==> config.mk <==
export PLATFORM = sky130hd
export DESIGN_NAME = prp_panel_rx
export DESIGN_NICKNAME = d
export VERILOG_FILES = /design/src/prp_pkg.sv /design/src/prp_panel_rx.sv
export SDC_FILE = /design/constraint.sdc
export NUM_CORES = 1
export LEC_CHECK = 0
export ABC_AREA = 0
export BUFFER_PORTS_ARGS = -buffer_cell sky130_fd_sc_hd__buf_4
export CORE_AREA = 4 4 144 146
export CTS_CLUSTER_SIZE = 20
export DETAILED_ROUTE_END_ITERATION = 16
export DIE_AREA = 0 0 148 150
export PLACE_DENSITY = 0.54
export SYNTH_ARGS = -nofsm -noshare
export SYNTH_HDL_FRONTEND = slang
export SYNTH_SLANG_ARGS = --single-unit
==> constraint.sdc <==
create_clock -name core_clk -period 4.4 [get_ports core_clk]
set_clock_uncertainty 0.05 [all_clocks]
set_input_delay 0.44 -clock core_clk [delete_from_list [all_inputs] [get_ports core_clk]]
set_output_delay 0.44 -clock core_clk [all_outputs]
set_load 0.01 [all_outputs]
==> src/prp_pkg.sv <==
// ****************************************************************
// Panel timing receiver shared definitions
// ****************************************************************
package prp_pkg;

    // Colour depth and panel geometry.
    localparam int COLOUR_BITS = 6;
    localparam int PIXELS_PER_LINE = 640;
    localparam int ACTIVE_LINES = 480;
    localparam int COUNT_BITS = 10;

    // Horizontal and vertical placement of the active area.
    localparam logic [9:0] DEFAULT_START_CLOCK = 10'h068;
    localparam logic [9:0] LAST_PIXEL = 10'(PIXELS_PER_LINE - 1);
    localparam logic [9:0] FIRST_ACTIVE_LINE = 10'h022;
    localparam logic [9:0] END_ACTIVE_LINE = 10'(34 + ACTIVE_LINES);
    localparam logic [9:0] COUNT_MAX = 10'h3FF;

    // Host timing limits, kept for reference by the host side.
    localparam real PIXEL_CLOCK_NOM_MHZ = 25.18;
    localparam real PIXEL_CLOCK_MAX_MHZ = 28.33;
    localparam int LINE_PERIOD_MIN = 750;
    localparam int LINE_PERIOD_NOM = 800;
    localparam int LINE_PERIOD_MAX = 900;
    localparam int LINE_SYNC_WIDTH_MIN = 2;
    localparam int LINE_SYNC_WIDTH_NOM = 96;
    localparam int LINE_SYNC_WIDTH_MAX = 200;
    localparam int FRAME_LINES_MIN = 515;
    localparam int FRAME_LINES_NOM = 525;
    localparam int FRAME_LINES_MAX = 560;
    localparam int FRAME_SYNC_WIDTH_MIN = 1;
    localparam int FRAME_SYNC_WIDTH_MAX = 34;
    localparam int FRAME_RATE_MIN_HZ = 50;
    localparam int FRAME_RATE_NOM_HZ = 60;
    localparam int ENABLE_WIDTH_MIN = 2;
    localparam int ENABLE_TAIL = 10;
    localparam int ENABLE_DELAY_MIN = 44;
    localparam int ENABLE_DELAY_TAIL = 664;

    // One pixel: six bits each, bit 0 least significant.
    typedef struct packed {
        logic [COLOUR_BITS-1:0] red_bits;
        logic [COLOUR_BITS-1:0] green_bits;
        logic [COLOUR_BITS-1:0] blue_bits;
    } prp_rgb_t;

    // All panel input pins as one bundle.
    typedef struct packed {
        logic pixel_clock;
        logic line_sync;
        logic frame_sync;
        logic display_enable_strobe;
        prp_rgb_t rgb;
    } prp_pins_t;

    // Position of an accepted pixel.
    typedef struct packed {
        logic [COUNT_BITS-1:0] x;
        logic [COUNT_BITS-1:0] y;
    } prp_pos_t;

    typedef enum logic [1:0] {
        PRP_WAIT_START,
        PRP_DRAWING,
        PRP_LINE_DONE
    } prp_hstate_t;

endpackage

==> src/prp_panel_rx.sv <==
`timescale 1ns/1ps
`default_nettype none
// How it works
// [RULE1] Host clocks pixels near 25.18, below 28.33 MHz.
// [RULE2] Line period 750 to 900 pixel clocks.
// [RULE3] Line sync lasts 2 to 200 clocks.
// [RULE4] Frame holds 515 to 560 lines.
// [RULE5] Frame rate at least 50 Hz.
// [RULE6] Frame sync lasts 1 to 34 lines.
// [RULE7] Exactly 640 pixels accepted per line.
// [RULE8] Frame sync offset within line period.
// [RULE9] Vertical display starts 34 lines after sync.
// [RULE10] Enable high 2 clocks to period minus 10.
// [RULE11] Enable rises 44 to period-664 after sync.
// [RULE12] First pixel taken at enable rising edge.
// [RULE13] Enable held low: start at clock 104.
// [RULE14] Late or short enable: start at 104. The code starts on any enable rise before 104, however short.
// [RULE15] Six bits per colour, bit 0 least significant.
// [RULE16] Counters restart on their sync pulses.
module prp_panel_rx (
    input wire logic core_clk,
    input wire logic rst_n,
    input wire prp_pkg::prp_pins_t pins,
    output logic pixel_valid,
    output prp_pkg::prp_rgb_t pixel_data,
    output prp_pkg::prp_pos_t pixel_pos,
    output logic frame_start
);

    // ************************************************************
    // State
    // ************************************************************
    typedef struct packed {
        // Pin capture: three stages, the filtered copy and the pins as
        // they stood at the previous pixel clock edge.
        prp_pkg::prp_pins_t sync1;
        prp_pkg::prp_pins_t sync2;
        prp_pkg::prp_pins_t sync3;
        prp_pkg::prp_pins_t filt;
        prp_pkg::prp_pins_t last_px;
        // Pixel count in the line, line count in the frame, pixels drawn.
        logic [prp_pkg::COUNT_BITS-1:0] h_cnt;
        logic [prp_pkg::COUNT_BITS-1:0] v_cnt;
        logic [prp_pkg::COUNT_BITS-1:0] x_cnt;
        prp_pkg::prp_hstate_t hstate;
        // Registered outputs.
        logic valid;
        prp_pkg::prp_rgb_t data;
        prp_pkg::prp_pos_t pos;
        logic fstart;
    } prp_state_t;

    prp_state_t state_ff;
    prp_state_t nxt_state;

    // ************************************************************
    // Next state
    // ************************************************************
    // Pins are asynchronous to core_clk, so each bit runs through three
    // flops and a filtered copy only moves once stages two and three
    // agree. Everything after that works on pixel_clock rising edges
    // seen in the filtered copy, which limits the usable pixel rate to
    // well under a quarter of core_clk.
    // The filtered copy lags the pins by four cycles but keeps a single
    // unsettled sample from ever reaching the counters. Every pin takes
    // the same path, so data, syncs and enable stay lined up with the
    // pixel clock that samples them.
    always_comb
    begin
        logic px_edge;
        logic line_edge;
        logic frame_edge;
        logic enable_rise;
        logic v_active;
        logic start_now;
        prp_pkg::prp_pins_t p;
        prp_pkg::prp_pins_t agree;
        px_edge = 1'b0;
        line_edge = 1'b0;
        frame_edge = 1'b0;
        enable_rise = 1'b0;
        v_active = 1'b0;
        start_now = 1'b0;
        p = '0;
        agree = '0;
        nxt_state = state_ff;
        // Three capture stages for every pin bit.
        nxt_state.sync1 = pins;
        nxt_state.sync2 = state_ff.sync1;
        nxt_state.sync3 = state_ff.sync2;
        // Only agreeing bits update; a bit in transit keeps its old value.
        agree = ~(state_ff.sync2 ^ state_ff.sync3);
        nxt_state.filt = (state_ff.filt & ~agree) | (state_ff.sync3 & agree);
        p = nxt_state.filt;
        // A rising pixel_clock in the filtered copy is the one moment at
        // which the other filtered pins are taken.
        px_edge = p.pixel_clock & ~state_ff.filt.pixel_clock;
        // Output pulses last a single cycle unless refreshed below.
        nxt_state.valid = 1'b0;
        nxt_state.fstart = 1'b0;
        if (px_edge)
        begin
            // Sync and enable edges are judged between consecutive pixel
            // clocks, so each must stand for a full pixel clock to count.
            nxt_state.last_px = p;
            line_edge = p.line_sync & ~state_ff.last_px.line_sync;
            frame_edge = p.frame_sync & ~state_ff.last_px.frame_sync;
            enable_rise = p.display_enable_strobe
                & ~state_ff.last_px.display_enable_strobe;
            // Pixel counter: the clock carrying the sync edge is clock 0.
            if (line_edge)
            begin
                // A new line always rewinds the horizontal state.
                nxt_state.h_cnt = '0; // [RULE16]
                nxt_state.hstate = prp_pkg::PRP_WAIT_START;
                // The line count saturates, so a host that stops sending
                // frame sync cannot bring the active band round again.
                if (state_ff.v_cnt != prp_pkg::COUNT_MAX)
                begin
                    nxt_state.v_cnt = state_ff.v_cnt + 10'h001;
                end
            end
            else if (state_ff.h_cnt != prp_pkg::COUNT_MAX)
            begin
                // Saturate rather than wrap: an over-long line must not
                // reach the default start clock a second time.
                nxt_state.h_cnt = state_ff.h_cnt + 10'h001;
            end
            // Line counter restarts on frame sync, even mid-line. Frame
            // sync wins over a line sync taken on the same pixel clock.
            if (frame_edge)
            begin
                nxt_state.v_cnt = '0; // [RULE16]
                nxt_state.fstart = 1'b1;
            end
            // Lines outside the active band still run the horizontal
            // logic, but their pixels are never flagged valid.
            v_active = (nxt_state.v_cnt >= prp_pkg::FIRST_ACTIVE_LINE)
                && (nxt_state.v_cnt < prp_pkg::END_ACTIVE_LINE); // [RULE9]
            // Start on the enable edge, or at the default clock if the
            // enable has not risen by then (held low, or too late). An
            // enable rising exactly at the default clock starts the same.
            start_now = (nxt_state.hstate == prp_pkg::PRP_WAIT_START)
                && (enable_rise // [RULE12]
                || nxt_state.h_cnt
                == prp_pkg::DEFAULT_START_CLOCK); // [RULE13] [RULE14]
            // Horizontal state: wait for a start, draw a run, then rest.
            unique case (nxt_state.hstate)
                prp_pkg::PRP_WAIT_START:
                begin
                    // The first pixel leaves as x zero; the run counter
                    // already points at the second.
                    if (start_now)
                    begin
                        nxt_state.x_cnt = 10'h001;
                        nxt_state.hstate = prp_pkg::PRP_DRAWING;
                        nxt_state.valid = v_active;
                        nxt_state.data = p.rgb; // [RULE15]
                        nxt_state.pos = '{x: '0, y: nxt_state.v_cnt
                            - prp_pkg::FIRST_ACTIVE_LINE};
                    end
                end
                prp_pkg::PRP_DRAWING:
                begin
                    // A fixed run of pixels follows the start; the enable
                    // falling early does not cut the line short.
                    nxt_state.valid = v_active;
                    nxt_state.data = p.rgb; // [RULE15]
                    nxt_state.pos = '{x: state_ff.x_cnt, y: nxt_state.v_cnt
                        - prp_pkg::FIRST_ACTIVE_LINE};
                    nxt_state.x_cnt = state_ff.x_cnt + 10'h001;
                    if (state_ff.x_cnt == prp_pkg::LAST_PIXEL)
                    begin
                        nxt_state.hstate = prp_pkg::PRP_LINE_DONE; // [RULE7]
                    end
                end
                prp_pkg::PRP_LINE_DONE:
                begin
                    // Idle until the next line sync; an enable edge seen
                    // here belongs to a line that is already drawn.
                    nxt_state.hstate = prp_pkg::PRP_LINE_DONE;
                end
                default:
                begin
                    // The unused state code parks the line until the
                    // next line sync instead of drawing garbage.
                    nxt_state.hstate = prp_pkg::PRP_LINE_DONE;
                end
            endcase
        end
    end

    // ************************************************************
    // Registers
    // ************************************************************
    // The line and pixel counters reset to their saturated values so
    // nothing is drawn before the first syncs arrive. Only constants
    // are loaded here; the pins are first looked at once reset has
    // gone, and then only through the capture stages.
    always_ff @(posedge core_clk or negedge rst_n)
    begin
        if (!rst_n)
        begin
            state_ff <= '{
                h_cnt: prp_pkg::COUNT_MAX,
                v_cnt: prp_pkg::COUNT_MAX,
                hstate: prp_pkg::PRP_LINE_DONE,
                default: '0
            };
        end
        else
        begin
            state_ff <= nxt_state;
        end
    end

    // Outputs straight from the state flops. They change only on
    // core_clk, so logic downstream needs no further capture.
    assign pixel_valid = state_ff.valid;
    assign pixel_data = state_ff.data;
    assign pixel_pos = state_ff.pos;
    assign frame_start = state_ff.fstart;

endmodule
`default_nettype wire

==> flow_metrics.tcl <==
set metrics [dict create \
    status "finished, final reports clean" \
    grt_max_degree 102 \
    cts-root-buf "sky130_fd_sc_hd__clkbuf_16" \
    synth_warnings 0 \
    placed_cells_incl_taps 839 \
    max_slew_margin_pct 37.9 \
    postCtsResizedCells 0 \
    post-route-drc-count 0 \
    rsz_0062_raised_after_global_routing "no" \
    port_buffers 63 \
    power-per-cell-area_nw_per_um2 527 \
    firstDrtPassIters 4 \
    worst-endpoint-arrival_ns 3.64 \
    clock_tree.buffer_depth 2 \
    design.die.area_um2 22200 \
    initial_antenna_violation_count 0 \
    most_common_cell_after_layout_fill_and_taps_aside "sky130_fd_sc_hd__dfrtp_1" \
    number_of_buffers_created_by_cts 17 \
    worstHoldPathType "input port to flop" \
    final_nets 622 \
    crit_path_max_fanout 49 \
    worst-endpoint-required_ns 4.65 \
    worst_setup_path_start_kind "flop" \
    finalNonFillerCells 871 \
    critical-path-slowest-cell "sky130_fd_sc_hd__dfstp_2" \
    vias_in_the_first_global_route 4238 \
    fp-row-count 51 \
    cap_violations 0 \
    netlist_area_um2 6740 \
    layout-drive-gt1-share_pct 22.1 \
    grt.total_usage_pct 12.2 \
    dp.final_hpwl_um 8330 \
    ios 64 \
    total_power_w 0.00412 \
    final_max_slew_viol_count 0 \
    end_kind "flop" \
    antenna_cells 0 \
    grt.overflow.total 0 \
    fp.dieW_um 148 \
    ys.flop_type "sky130_fd_sc_hd__dfrtp_1" \
    floorplan.initialDensity_pct 34.7 \
    finalCriticalPeriod_ns 3.39 \
    layout_common_cells "sky130_fd_sc_hd__dfrtp_1, sky130_fd_sc_hd__buf_4, sky130_fd_sc_hd__nand2_1" \
    synth-edff-count 0 \
    transition_time_at_the_pin_with_the_least_slew_margin_ns 0.931 \
    clock_insertion_delay_worst_skew_ns 0.43 \
    route.final.wire_length_um 12900 \
    ys_seq_area_share_pct 60.9 \
    clock.fmax_mhz 295 \
    htree_num_levels 4 \
    grt_first_pass_wirelength_um 21700 \
    synth.net_count 596 \
    avgSynthCellArea_um2 11.9 \
    ys_ff_latch 163 \
    timing.final.setup_violations 0 \
    synthCells 567 \
    floorplan.die.height_um 150 \
    crit_path_max_incr_delay_ns 0.58 \
    cts_tree "done" \
    setup_tns_ns 0 \
    critPathKind "flop to flop" \
    cts_hold_buf 0 \
    critPathBufInv 1 \
    drt_first_iter_violations 178 \
    timing.critical_path.cells "ha_1, and4_1, nand3_1, mux2_2, nor4_1, a21oi_1, a221oi_4, buf_12, mux2_1" \
    fill_cells 1900 \
    clkSlewWorstSetupHoldPaths_ns 0.07 \
    timing.critical_path.max_delay_family "simple AND/OR/NAND/NOR gates" \
    static-leakage-power_nw 3.29 \
    clock_sinks 163 \
    finalWeightedCongestion 0.863 \
    wire_per_inst_um 14.9 \
    post-cts-setup-buffers 0 \
    synth_cell_types 59 \
    period_share_pct 77.1 \
    final_number_of_hold_violating_endpoints 0 \
    growth_of_design_area_from_synthesis_to_finish_pct 16.1 \
    num_vias 4176 \
    postSynth.asyncResetShare_pct 100 \
    postRouteAntennaNets 0 \
    vdd.ir_drop.worst_mv 0.300 \
    viasPerCell 4.79 \
    core_um2 19400 \
]
[routing by layer]
layer	track usage (%)	routed length, um	up-vias
li1	-	-	1998
met1	15.7	5930	2074
met2	19.7	6240	91
met3	4.00	606	13
met4	4.16	167	0
met5	0	0	-
[logic make-up (layout without fill, tap and decap cells)]
kind of cell / after synthesis / in the layout / share of synthesized area (%)
muxes: 42 / 42 / 6.76
buffers and inverters: 84 / 123 / 7.26
DFF: 163 / 163 / 60.9
AOI/OAI and AO/OA: 88 / 88 / 8.30
adders and majority gates: 27 / 27 / 4.21
xor gates and xnor gates: 11 / 11 / 1.43
and+or+nand+nor: 152 / 152 / 11.1
[final timing paths]
kind,slack [ns],start,cells after the start,end
worst max-delay path,1.01,state_ff[62],9,pixel_data[17]
worst min-delay path,0.06,pins[4],1,nxt_state[142]
worst max register to register,1.01,state_ff[62],9,pixel_data[17]
worst min register to register,0.29,nxt_state[154],0,nxt_state[132]
max in group asynchronous,3.10,rst_n,2,state_ff[52]
min in group asynchronous,0.07,rst_n,1,nxt_state[137]
[Yosys cell counts (9+ instances only)]
cell type | count | area share, %
sky130_fd_sc_hd__nor3_1 | 9 | 0.67
sky130_fd_sc_hd__buf_4 | 42 | 4.7
sky130_fd_sc_hd__mux2i_1 | 14 | 2.1
sky130_fd_sc_hd__maj3_1 | 21 | 3.1
sky130_fd_sc_hd__a31oi_1 | 15 | 1.4
sky130_fd_sc_hd__mux2_1 | 23 | 3.8
sky130_fd_sc_hd__dfstp_2 | 21 | 8.2
sky130_fd_sc_hd__nand3_1 | 18 | 1.3
sky130_fd_sc_hd__inv_1 | 21 | 1.2
sky130_fd_sc_hd__nor2_1 | 23 | 1.3
sky130_fd_sc_hd__nand2_1 | 53 | 3.0
sky130_fd_sc_hd__and3_1 | 10 | 0.93
sky130_fd_sc_hd__a21oi_1 | 19 | 1.4
sky130_fd_sc_hd__o21ai_0 | 24 | 1.8
sky130_fd_sc_hd__clkbuf_1 | 12 | 0.67
sky130_fd_sc_hd__dfrtp_1 | 142 | 53
[stage by stage]
stage | setup WS (ns) | instance area (um^2) | util [%] | hold WS [ns]
final | 1.01 | 7830 | 40.4 | 0.0643
after global routing | 0.803 | 7830 | 40.4 | 0.0404
after CTS | 0.979 | 7830 | 40.4 | 0.0447
after detailed placement | 1.01 | 7210 | 37.2 | 0.285
after global placement | 1.05 | 7210 | 37.2 | 0.283
after floorplan | 1.50 | 6740 | - | 0.0944
[worst register-to-register path: cells and delay by family, from the launching register on]
| kind | cells | cell delay (ns) |
|---|---|---|
| AND/OR/NAND/NOR | 3 | 0.76 |
| multiplexers | 2 | 0.70 |
| flip-flops | 1 | 0.58 |
| AO/OA/AOI/OAI | 2 | 0.48 |
| adder cells (fa/ha/maj) | 1 | 0.39 |
| buffers and inverters | 1 | 0.32 |
[power by group]
part           switching, W  internal (W)
Sequential         0.000151       0.00173
Clock              0.000673      0.000844
Combinational      0.000373      0.000352
[area by class of cell]
class                           count  area [um^2]  share of cell area (%)
Clock buffer                       19          453                    5.79
Tap cell                          265          332                    4.24
Inverter                           21         78.8                    1.01
Timing Repair Buffer               70          542                    6.92
Sequential cell                   163         4110                    52.4
Multi-Input combinational cell    320         2160                    27.6
Clock inverter                     13          160                    2.05
[state kept, by name (all words and copies together) (netlist names)]
signal	flops
state_ff	79
pixel_pos	20
pixel_data	18
nxt_state	44
frame_start	1
pixel_valid	1
Note: power is estimated with default switching activity, not from simulation.
